`src/pkg/system_watchdog_pkg.sv`:
```
// Constants for the system watchdog timer.
// Assumes a single 20 MHz system clock.
package system_watchdog_pkg;
  localparam int unsigned CLK_HZ        = 20_000_000;
  localparam int unsigned SECOND_S      = 1;
  localparam int unsigned MINUTE_S      = 60;
  localparam int unsigned CYC_PER_SEC   = CLK_HZ * SECOND_S;
  localparam int unsigned TIMEOUT_W     = 32;
  localparam int unsigned COUNT_W       = 26;
  localparam logic [31:0] SECOND_LIMIT  = 32'h0000_00ff;
  localparam logic [31:0] SECS_PER_MIN  = 32'h0000_003c;
  localparam logic [31:0] TIMEOUT_RST   = 32'h0000_0000;
  localparam logic [25:0] COUNT_RST     = 26'h000_0000;
  localparam int unsigned RESET_PULSE   = 16;
endpackage

```
`src/core/system_watchdog.sv`:
```
// System watchdog: counts down a programmed timeout and requests a system
// reset on expiry. Commands are single-cycle pulses from logic on sys_clk.
`timescale 1ns/1ps
// Operation
// [RULE1] Expiry while running raises a reset request to the whole system.
// [RULE2] Values 0 through 255 count that many one-second ticks.
// [RULE3] Values above 255 count value/60+1 one-minute ticks.
// [RULE4] Start loads the programmed timeout and begins counting down.
// [RULE5] Reload restores the running count to the last programmed timeout.
// [RULE6] Stop halts counting so no reset occurs until the next start.
// [RULE7] Software must reload or stop before each countdown expires.
// [RULE8] Software must initialize before any other command.
// [RULE9] A new timeout does not disturb the count until start or reload.
module system_watchdog #(
  parameter int unsigned CYC_PER_SEC = system_watchdog_pkg::CYC_PER_SEC,
  parameter int unsigned RESET_PULSE = system_watchdog_pkg::RESET_PULSE
) (
  // Clock and reset
  input  wire logic        sys_clk,
  input  wire logic        rstn,
  // Commands
  input  wire logic        watchdog_initialize,
  input  wire logic        timeout_program,
  input  wire logic [31:0] timeout_value,
  input  wire logic        countdown_begin,
  input  wire logic        countdown_reload,
  input  wire logic        countdown_halt,
  // Status and reset request
  output logic             running_r,
  output logic             ready_r,
  output logic             sys_reset_req_r
);

  logic [31:0] timeout_r;
  logic [31:0] units_r;
  logic        minutes_r;
  logic [25:0] tick_cnt_r;
  logic [5:0]  min_cnt_r;
  logic        unit_tick;
  logic        load;
  logic [7:0]  pulse_cnt_r;
  logic        expire;

  // Convert a programmed value into a tick count; the resolution is set separately at load
  function automatic logic [31:0] to_units(input logic [31:0] v);
    if (v > system_watchdog_pkg::SECOND_LIMIT)
      to_units = v / system_watchdog_pkg::SECS_PER_MIN + 32'h1; // RULE3
    else
      to_units = v; // RULE2
  endfunction

  assign load   = ready_r && (countdown_begin || countdown_reload);
  assign expire = running_r && (units_r == 32'h0);

  always_ff @(posedge sys_clk or negedge rstn) begin
    if (!rstn) begin
      ready_r <= 1'b0;
    end else if (watchdog_initialize) begin
      ready_r <= 1'b1; // RULE8
    end
  end

  // Held timeout only moves into the count on start or reload
  always_ff @(posedge sys_clk or negedge rstn) begin
    if (!rstn) begin
      timeout_r <= system_watchdog_pkg::TIMEOUT_RST;
    end else if (ready_r && timeout_program) begin
      timeout_r <= timeout_value; // RULE9
    end
  end

  // Second prescaler and minute prescaler
  always_ff @(posedge sys_clk or negedge rstn) begin
    if (!rstn) begin
      tick_cnt_r <= system_watchdog_pkg::COUNT_RST;
      min_cnt_r  <= 6'h00;
    end else if (load || !running_r) begin
      tick_cnt_r <= system_watchdog_pkg::COUNT_RST;
      min_cnt_r  <= 6'h00;
    end else if (tick_cnt_r == 26'(CYC_PER_SEC - 1)) begin
      tick_cnt_r <= system_watchdog_pkg::COUNT_RST;
      if (min_cnt_r == 6'(system_watchdog_pkg::MINUTE_S - 1))
        min_cnt_r <= 6'h00;
      else
        min_cnt_r <= min_cnt_r + 6'h01;
    end else begin
      tick_cnt_r <= tick_cnt_r + 26'h1;
    end
  end

  assign unit_tick = (tick_cnt_r == 26'(CYC_PER_SEC - 1)) &&
                     (!minutes_r ||
                      min_cnt_r == 6'(system_watchdog_pkg::MINUTE_S - 1));

  always_ff @(posedge sys_clk or negedge rstn) begin
    if (!rstn) begin
      running_r <= 1'b0;
      units_r   <= 32'h0;
      minutes_r <= 1'b0;
    end else if (ready_r && countdown_halt) begin
      running_r <= 1'b0; // RULE6
    end else if (load && (countdown_begin || running_r)) begin
      running_r <= 1'b1; // RULE4
      units_r   <= to_units(timeout_r); // RULE5
      minutes_r <= timeout_r > system_watchdog_pkg::SECOND_LIMIT;
    end else if (expire) begin
      running_r <= 1'b0; // RULE1
    end else if (running_r && unit_tick) begin
      units_r <= units_r - 32'h1;
    end
  end

  // Stretched reset request on expiry
  always_ff @(posedge sys_clk or negedge rstn) begin
    if (!rstn) begin
      pulse_cnt_r     <= 8'h00;
      sys_reset_req_r <= 1'b0;
    end else if (expire && !(ready_r && (countdown_halt || load))) begin
      pulse_cnt_r     <= 8'(RESET_PULSE - 1);
      sys_reset_req_r <= 1'b1; // RULE1
    end else if (pulse_cnt_r != 8'h00) begin
      pulse_cnt_r <= pulse_cnt_r - 8'h01;
    end else begin
      sys_reset_req_r <= 1'b0;
    end
  end

  reset_on_expiry_a: assert property (@(posedge sys_clk) disable iff (!rstn)
    (expire && !countdown_halt && !load) |=> sys_reset_req_r) // RULE1
    else $error("expiry did not request reset");

  halt_stops_a: assert property (@(posedge sys_clk) disable iff (!rstn)
    (ready_r && countdown_halt) |=> !running_r) // RULE6
    else $error("halt did not stop countdown");

  halted_no_reset_a: assert property (@(posedge sys_clk) disable iff (!rstn)
    (!running_r && !$past(running_r)) |-> !$rose(sys_reset_req_r)) // RULE6
    else $error("reset while halted");

  begin_loads_a: assert property (@(posedge sys_clk) disable iff (!rstn)
    (ready_r && countdown_begin && !countdown_halt) |=>
      (running_r && units_r == to_units($past(timeout_r)))) // RULE4
    else $error("start did not load timeout");

  reload_restores_a: assert property (@(posedge sys_clk) disable iff (!rstn)
    (ready_r && running_r && countdown_reload && !countdown_halt) |=>
      units_r == to_units($past(timeout_r))) // RULE5
    else $error("reload did not restore timeout");

  minute_scale_a: assert property (@(posedge sys_clk) disable iff (!rstn)
    $changed(units_r) && minutes_r && running_r && !$past(load) |->
      $past(min_cnt_r) == 6'(system_watchdog_pkg::MINUTE_S - 1)) // RULE3
    else $error("minute tick at wrong time");

  second_scale_a: assert property (@(posedge sys_clk) disable iff (!rstn)
    $changed(units_r) && running_r && !$past(load) |->
      $past(tick_cnt_r) == 26'(CYC_PER_SEC - 1)) // RULE2
    else $error("second tick at wrong time");

  program_holds_a: assert property (@(posedge sys_clk) disable iff (!rstn)
    (timeout_program && !load && running_r && !unit_tick &&
     !countdown_halt && !expire) |=> $stable(units_r)) // RULE9
    else $error("program disturbed countdown");

  init_gate_a: assert property (@(posedge sys_clk) disable iff (!rstn)
    !ready_r |=> !running_r) // RULE8
    else $error("ran before initialize");

  // Expiry ends the run; a fresh start is needed afterwards
  expiry_ends_a: assert property (@(posedge sys_clk) disable iff (!rstn)
    (expire && !countdown_halt && !load) |=> !running_r) // RULE1
    else $error("still running after expiry");

  // Stretch counter is loaded with RESET_PULSE-1 when the request rises
  pulse_load_a: assert property (@(posedge sys_clk) disable iff (!rstn)
    $rose(sys_reset_req_r) |->
      pulse_cnt_r == 8'(RESET_PULSE - 1)) // RULE1
    else $error("reset stretch not loaded");

  // Request may not drop while stretch cycles remain
  pulse_hold_a: assert property (@(posedge sys_clk) disable iff (!rstn)
    (sys_reset_req_r && pulse_cnt_r != 8'h00) |=> sys_reset_req_r) // RULE1
    else $error("reset request dropped early");

  // Each tick removes exactly one unit from the count
  unit_step_a: assert property (@(posedge sys_clk) disable iff (!rstn)
    ($changed(units_r) && running_r && !$past(load)) |->
      units_r == $past(units_r) - 32'h1) // RULE2
    else $error("count moved by more than one");

  // Second prescaler never passes its terminal count
  second_range_a: assert property (@(posedge sys_clk) disable iff (!rstn)
    tick_cnt_r <= 26'(CYC_PER_SEC - 1)) // RULE2
    else $error("second prescaler overran");

  // Minute prescaler never passes its terminal count
  minute_range_a: assert property (@(posedge sys_clk) disable iff (!rstn)
    min_cnt_r <= 6'(system_watchdog_pkg::MINUTE_S - 1)) // RULE3
    else $error("minute prescaler overran");

  // Start picks the resolution from the held timeout
  minute_select_a: assert property (@(posedge sys_clk) disable iff (!rstn)
    (ready_r && countdown_begin && !countdown_halt) |=>
      minutes_r == ($past(timeout_r) >
                    system_watchdog_pkg::SECOND_LIMIT)) // RULE3
    else $error("wrong resolution selected");

  // Reload while stopped must not restart the countdown
  reload_idle_a: assert property (@(posedge sys_clk) disable iff (!rstn)
    (!running_r && countdown_reload && !countdown_begin) |=>
      !running_r) // RULE5
    else $error("reload started a stopped timer");

  // Prescalers sit cleared while stopped so a restart is a full unit
  idle_clear_a: assert property (@(posedge sys_clk) disable iff (!rstn)
    !running_r |=> tick_cnt_r == system_watchdog_pkg::COUNT_RST) // RULE6
    else $error("prescaler ran while stopped");

endmodule // system_watchdog

```
`config.mk`:
```
export PLATFORM = sky130hd
export DESIGN_NAME = system_watchdog
export DESIGN_NICKNAME = d
export VERILOG_FILES = /design/src/pkg/system_watchdog_pkg.sv /design/src/core/system_watchdog.sv
export SDC_FILE = /design/constraint.sdc
export NUM_CORES = 1
export LEC_CHECK = 0
export BUFFER_PORTS_ARGS = -buffer_cell sky130_fd_sc_hd__buf_2
export CAP_MARGIN = 20
export CORE_ASPECT_RATIO = 1.4
export CORE_UTILIZATION = 55
export CTS_CLUSTER_DIAMETER = 60
export DETAILED_ROUTE_END_ITERATION = 10
export HOLD_SLACK_MARGIN = 0.03
export PLACE_DENSITY = 0.72
export SLEW_MARGIN = 20
export SYNTH_ARGS = -nofsm -noshare
export SYNTH_HDL_FRONTEND = slang
export SYNTH_SLANG_ARGS = --single-unit
```
`constraint.sdc`:
```
create_clock -name sys_clk -period 28.1 [get_ports sys_clk]
set_input_delay 2.81 -clock sys_clk [delete_from_list [all_inputs] [get_ports sys_clk]]
set_output_delay 2.81 -clock sys_clk [all_outputs]
set_load 0.05 [all_outputs]
```
==> flow_summary.json, run 1 <==
{
  "synthMostInstantiatedCell": "nand2_1",
  "ioPinCount": 42,
  "core-area_um2": 18680,
  "grt_pass1_vias": 9775,
  "crit_arrival_ns": 14.48,
  "synth_top_area_share_pct": 25.74,
  "clk_pin_slew_ns": 0.09,
  "grt-ovfl-total": 0,
  "setup_tns_ns": 0,
  "grt_max_degree": 61,
  "placementRows": 59,
  "drv_slew": 0,
  "reg2regPathDepth": 41,
  "setup_viol": 0,
  "period_needed_ns": 14.26,
  "crit_type": "reg -> reg",
  "cts_sinks": 108,
  "synth_area_um2": 10500,
  "drt-initial-drc-count": 945,
  "routed_wl_mm": 27.99,
  "fin_skew_ns": 0.01556,
  "post-cts-setup-buffers": 0,
  "cts_buffer_depth": 2,
  "post_cts_resized": 0,
  "dieArea_um2": 19650,
  "synthTopCellsByCount": "nand2_1, dfrtp_1, nor2_1, a21oi_1, o21ai_0",
  "ys_seq_area_share_pct": 25.74,
  "ctsHoldBuffers": 0,
  "vias": 10420,
  "ys.flop_type": "dfrtp_1",
  "port_buffers": 41,
  "hold_slack_ns": 0.4929,
  "postRouteAntennaNets": 0,
  "cts_tree": "done",
  "routedWlPerCell_um": 18.04,
  "slowest_delay_ns": 0.91,
  "antenna_found_initial": 0,
  "numCtsBuffers": 9,
  "hold_path_class": "reg -> reg",
  "r2r-end": "units_r[20]$_DFFE_PN0P_",
  "r2r-start": "timeout_r[31]$_DFFE_PN0P_",
  "rsz0062_at_grt": "no",
  "cts-htree-levels": 3,
  "crit_top_cell": "o21ai_1",
  "ys_ff_latch": 108,
  "crit_slowest_cell": "dfrtp_1",
  "cp-end-kind": "flip-flop",
  "critPathCapture": "units_r[20]$_DFFE_PN0P_",
  "area_delta_synth_final_pct": 4.887,
  "cp.depth": 41,
  "path_delay_family": "compound AO/OA/AOI/OAI gates",
  "crit_path_start_kind": "flip-flop",
  "rrSetupSlack_ns": 13.84,
  "via_per_inst": 6.716,
  "fp.dieW_um": 118.8,
  "dp_hpwl_mm": 20.35,
  "hold_viol": 0,
  "synth_edf_count": 0,
  "cap_viol_max_count": 0,
  "cts_root_buf": "clkbuf_16",
  "syn_avg_cell_area_um2": 7.923,
  "relSlewSlack_pct": 36.75,
  "drc": 0,
  "synth_area_leaders": "dfrtp_1, nand2_1, mux2_2",
  "worstPathRequired_ns": 28.32,
  "crit_fanout": 28,
  "layout-drive-gt1-share_pct": 13.23,
  "initial_core_util_pct": 56.21,
  "yosys.area.top_type": "dfrtp_1",
  "syn_nets": 1370,
  "synth_async_sr_flop_share_pct": 100.0,
  "synth.distinct_cells": 119,
  "grtUsageTotal_pct": 28.96,
  "clk_latency_ns": 0.38,
  "layout.nets": 1348,
  "status": "finished, final reports clean",
  "dr.pass1.iters": 5,
  "worst_slew_pin_slew_ns": 0.9487,
  "yosysWarningCount": 0,
  "finalWeightedCongestion": 0.9521,
  "min_period_over_period_pct": 50.76,
  "diodes": 0,
  "path_buf_inv": 0,
  "grt_pass1_wl_mm": 46.79,
  "cp-startpoint": "timeout_r[31]$_DFFE_PN0P_",
  "timing.fmax_ghz": 0.07011,
  "worstHoldPathCells": 1,
  "die_y_um": 165.5,
  "synthCells": 1325
}
through the flow:
step                util, %  setup slack [ns]  cell area [um2]  instances
global route          58.95             12.73            11010       1552
finish                58.95             13.84            11010       1552
floorplan                 -             16.69            10500       1325
detailed placement    57.26             14.21            10690       1536
global placement      57.26             14.56            10690       1536
CTS                   58.95             14.15            11010       1552
layer usage:
layer / global-route usage, % / part of all wire [%]
met4: 13.69 / 3.3
met2: 51.36 / 50
met5: 0 / 0
met1: 35.44 / 42
met3: 2.644 / 4.1
logic make-up (layout without fill, tap and decap cells):
logic type               count (synthesis)  in the layout  share of synthesized area [%]
flip-flops                             108            108                          25.74
XOR/XNOR                                63             63                          5.471
buffers and inverters                  119            102                          4.875
adder cells (fa/ha/maj)                  9              9                          1.013
multiplexers                            50             50                          5.268
AO/OA/AOI/OAI                          434            434                          31.53
AND/OR/NAND/NOR                        542            542                          26.10
cells in the final DEF (no fill, tap or decap), drive strengths merged, types with 7 or more instances in the layout:
master / n
a221oi: 9
or4: 8
nor2: 108
buf: 48
and3: 24
o211ai: 21
a21oi: 78
a21o: 15
o22ai: 14
nand2b: 11
mux2i: 11
inv: 39
and2: 19
clkbuf: 9
a31oi: 10
a211oi: 20
nor3: 54
o31ai: 11
or3: 28
xnor2: 35
a311oi: 10
xor2: 28
nand3: 56
nand4: 27
a22oi: 11
a21boi: 8
nand2: 133
a2111oi: 12
o211a: 7
dfrtp: 108
o21a: 16
mux2: 39
or2: 15
a211o: 7
nor4: 36
o21ai: 94
state kept, by name, indices dropped and copies added (netlist names), 6 cells and up:
name and count:
timeout_r 32, tick_cnt_r 26, min_cnt_r 6, units_r 32, pulse_cnt_r 8
worst register-to-register path: cells and delay by family (launching register included):
kind	cells	cell delay (ns)
adder cells (fa/ha/maj)	1	0.32
multiplexers	1	0.31
AND/OR/NAND/NOR	13	4.20
flip-flops	1	0.91
XOR/XNOR	1	0.19
AO/OA/AOI/OAI	25	8.17
final cells by class:
type / count / area (um2)
clock buffers: 9 / 225.2
clock inverters: 7 / 91.34
fillers: 1716 / 7666
inverters: 38 / 142.6
multi-input cells: 1098 / 7283
flip-flops and latches: 108 / 2703
well taps: 244 / 305.3
repair buffers: 48 / 260.3
worst min-delay path by stage:
stage / from / slack (ns) / to
2_1_floorplan: minutes_r$_DFFE_PN0P_ / 0.44 / minutes_r$_DFFE_PN0P_
3_3_place_gp: minutes_r$_DFFE_PN0P_ / 0.45 / minutes_r$_DFFE_PN0P_
3_5_place_dp: minutes_r$_DFFE_PN0P_ / 0.47 / minutes_r$_DFFE_PN0P_
4_1_cts: minutes_r$_DFFE_PN0P_ / 0.49 / minutes_r$_DFFE_PN0P_
5_1_grt: minutes_r$_DFFE_PN0P_ / 0.52 / minutes_r$_DFFE_PN0P_
6_report: tick_cnt_r[0]$_DFF_PN0_ / 0.49 / tick_cnt_r[0]$_DFF_PN0_
Power of run 1 is not shown: default switching activity piles up to over one toggle a cycle in this logic, so the estimate is an artifact.
==> run 2: changes to the inputs <==
ABC_AREA = 1   (was unset)
PLACE_DENSITY = 0.75   (was 0.72)
clock period = 12.8 ns   (was 28.1 ns; I/O delays follow)
==> run 2 against run 1 <==
Against the previous run: count of clock-buffer cells in the layout increased by 1; first-iteration DRC count down 36%; register-to-register slack got worse by 13 ns; fmax is 17% higher; sequential share of layout area increased by 0.56 points; global-route usage down 2.6 points; wire length shrank 16%; non-clock buffer count is 38 higher; hold slack got worse by 0.014 ns; area after synthesis is 13% lower; critical endpoint is now units_r[18]$_DFFE_PN0P_.
==> flow_summary.json, run 2 <==
{
  "status": "finished, final reports clean",
  "crit_path_start_kind": "flip-flop",
  "path_buf_inv": 7,
  "synthCells": 1427,
  "dieArea_um2": 17130,
  "vias": 9542,
  "grtUsageTotal_pct": 26.34,
  "top_regs": "timeout_r x32, units_r x32, tick_cnt_r x26",
  "finalWeightedCongestion": 0.9119,
  "grt-ovfl-total": 0,
  "fillerInstances": 1423,
  "placementRows": 55,
  "yosys.area.top_type": "dfrtp_1",
  "grt_max_degree": 71,
  "rrSetupSlack_ns": 0.60,
  "dr.pass1.iters": 5,
  "setup_viol": 0,
  "synth.distinct_cells": 56,
  "cp-startpoint": "timeout_r[30]$_DFFE_PN0P_",
  "drt-initial-drc-count": 604,
  "routed_wl_mm": 23.55,
  "multi_input_area_um2": 6170,
  "crit_type": "reg -> reg",
  "min_period_over_period_pct": 95.33,
  "dp.cells": 1652,
  "synth_area_um2": 9131,
  "syn_nets": 1472,
  "antenna_found_initial": 0,
  "cts_sinks": 108,
  "drc": 0,
  "synth_top_area_share_pct": 29.60,
  "crit_slowest_cell": "dfrtp_2",
  "final.setup.worst_slack_ns": 0.5983,
  "clk_pin_slew_ns": 0.08,
  "cts_root_buf": "clkbuf_16",
  "grt_pass1_wl_mm": 37.77,
  "fin_skew_ns": 0.007190,
  "layout_commonest_cell": "nand2_1",
  "worst_slew_pin_slew_ns": 0.8835,
  "initial_core_util_pct": 56.46,
  "timing.fmax_ghz": 0.08196,
  "dp_hpwl_mm": 16.75,
  "grt_pass1_vias": 8856,
  "layout.nets": 1549,
  "syn_avg_cell_area_um2": 6.399,
  "regArea_um2": 2709,
  "ys_seq_area_share_pct": 29.60,
  "fp.dieW_um": 110.9,
  "synthMostInstantiatedCell": "nand2_1",
  "cts_tree": "done",
  "synth_edf_count": 0,
  "setup_tns_ns": 0,
  "ys_ff_latch": 108,
  "numCtsBuffers": 9,
  "cts_buffer_depth": 2,
  "critPathCapture": "units_r[18]$_DFFE_PN0P_",
  "cap_viol_max_count": 0,
  "instances_no_fill": 1708,
  "relSlewSlack_pct": 41.10,
  "diodes": 0,
  "drv_slew": 0,
  "slowest_delay_ns": 0.48,
  "synth_area_leaders": "dfrtp_1, nand2_1, nor2_1",
  "postRouteAntennaNets": 0,
  "crit_arrival_ns": 12.49,
  "cts-htree-levels": 3,
  "core-area_um2": 16170,
  "r2r-end": "units_r[18]$_DFFE_PN0P_",
  "path_delay_family": "simple AND/OR/NAND/NOR gates",
  "r2r-start": "timeout_r[30]$_DFFE_PN0P_",
  "pre_cts_ws_ns": 0.1651,
  "worstPathRequired_ns": 13.09,
  "period_needed_ns": 12.20,
  "routedWlPerCell_um": 13.79,
  "via_per_inst": 5.587,
  "reg2regPathDepth": 117,
  "final_core_util_pct": 66.71,
  "clk_latency_ns": 0.37,
  "crit_fanout": 7,
  "crit_top_cell": "nand2_4",
  "hold_path_class": "reg -> reg",
  "port_buffers": 41,
  "hold_viol": 0,
  "ys.flop_type": "dfrtp_1",
  "cp-end-kind": "flip-flop",
  "area_delta_synth_final_pct": 18.14,
  "synth_async_sr_flop_share_pct": 100.0,
  "layout-drive-gt1-share_pct": 23.53,
  "yosysWarningCount": 0,
  "ioPinCount": 42,
  "cp.depth": 117,
  "synthTopCellsByCount": "nand2_1, nor2_1, inv_1, dfrtp_1, nand3_1",
  "final_cell_mix": "nand2_1, inv_1, nor2_1",
  "die_y_um": 154.5
}
-- run 2: cell families after synthesis --
logic type	count (synthesis)	synth area share, %
XOR/XNOR	19	1.822
flip-flops	108	29.60
multiplexers	3	0.3699
adder cells (fa/ha/maj)	6	0.8221
AND/OR/NAND/NOR	810	41.93
AO/OA/AOI/OAI	240	15.44
buffers and inverters	241	10.02
-- run 2: how the worst min path moves through the flow --
stage,depth (start not counted),startpoint,endpoint
after floorplan,1,tick_cnt_r[0]$_DFF_PN0_,tick_cnt_r[0]$_DFF_PN0_
after global placement,1,tick_cnt_r[25]$_DFF_PN0_,tick_cnt_r[25]$_DFF_PN0_
after detailed placement,1,tick_cnt_r[0]$_DFF_PN0_,tick_cnt_r[0]$_DFF_PN0_
after CTS,1,tick_cnt_r[0]$_DFF_PN0_,tick_cnt_r[0]$_DFF_PN0_
after global routing,1,tick_cnt_r[0]$_DFF_PN0_,tick_cnt_r[0]$_DFF_PN0_
final,1,tick_cnt_r[0]$_DFF_PN0_,tick_cnt_r[0]$_DFF_PN0_
-- run 2: worst register-to-register path, delay by kind of cell (launching register included) --
family | cells | cell delay, ns
AOI/OAI and AO/OA | 7 | 1.14
adders and majority gates | 1 | 0.15
DFF | 1 | 0.48
buffers and inverters | 7 | 0.45
and+or+nand+nor | 102 | 9.93
-- run 2: layout make-up --
cell class | count | share of cell area (%)
Multi-Input combinational cell | 1078 | 57.19
Tap cell | 199 | 2.308
Inverter | 221 | 7.690
Sequential cell | 108 | 25.11
Clock inverter | 6 | 0.5219
Clock buffer | 10 | 2.122
Timing Repair Buffer | 86 | 5.057
-- run 2: timing repair --
| action | CTS | global route |
|---|---|---|
| resized for setup | 0 | 174 |
| hold buffers | 0 | 0 |
| buffers inserted | 0 | 40 |
| endpoints found under the setup margin | 0 | 27 |
-- run 2: stage by stage --
step,instance area (um2),hold WS (ns)
4_1_cts,9828,0.4824
6_report,10790,0.4793
3_3_place_gp,9543,0.4526
5_1_grt,10790,0.4924
3_5_place_dp,9543,0.4724
2_1_floorplan,9131,0.4329
-- run 2: layer usage --
metal	part of all wire (%)	global-route usage, %	vias up
met5	0	0	-
met4	2.9	12.76	0
met3	3.4	2.743	64
met2	53	49.87	229
met1	40	29.12	4441
li1	-	-	4808
Power of run 2 is left out for the same reason.
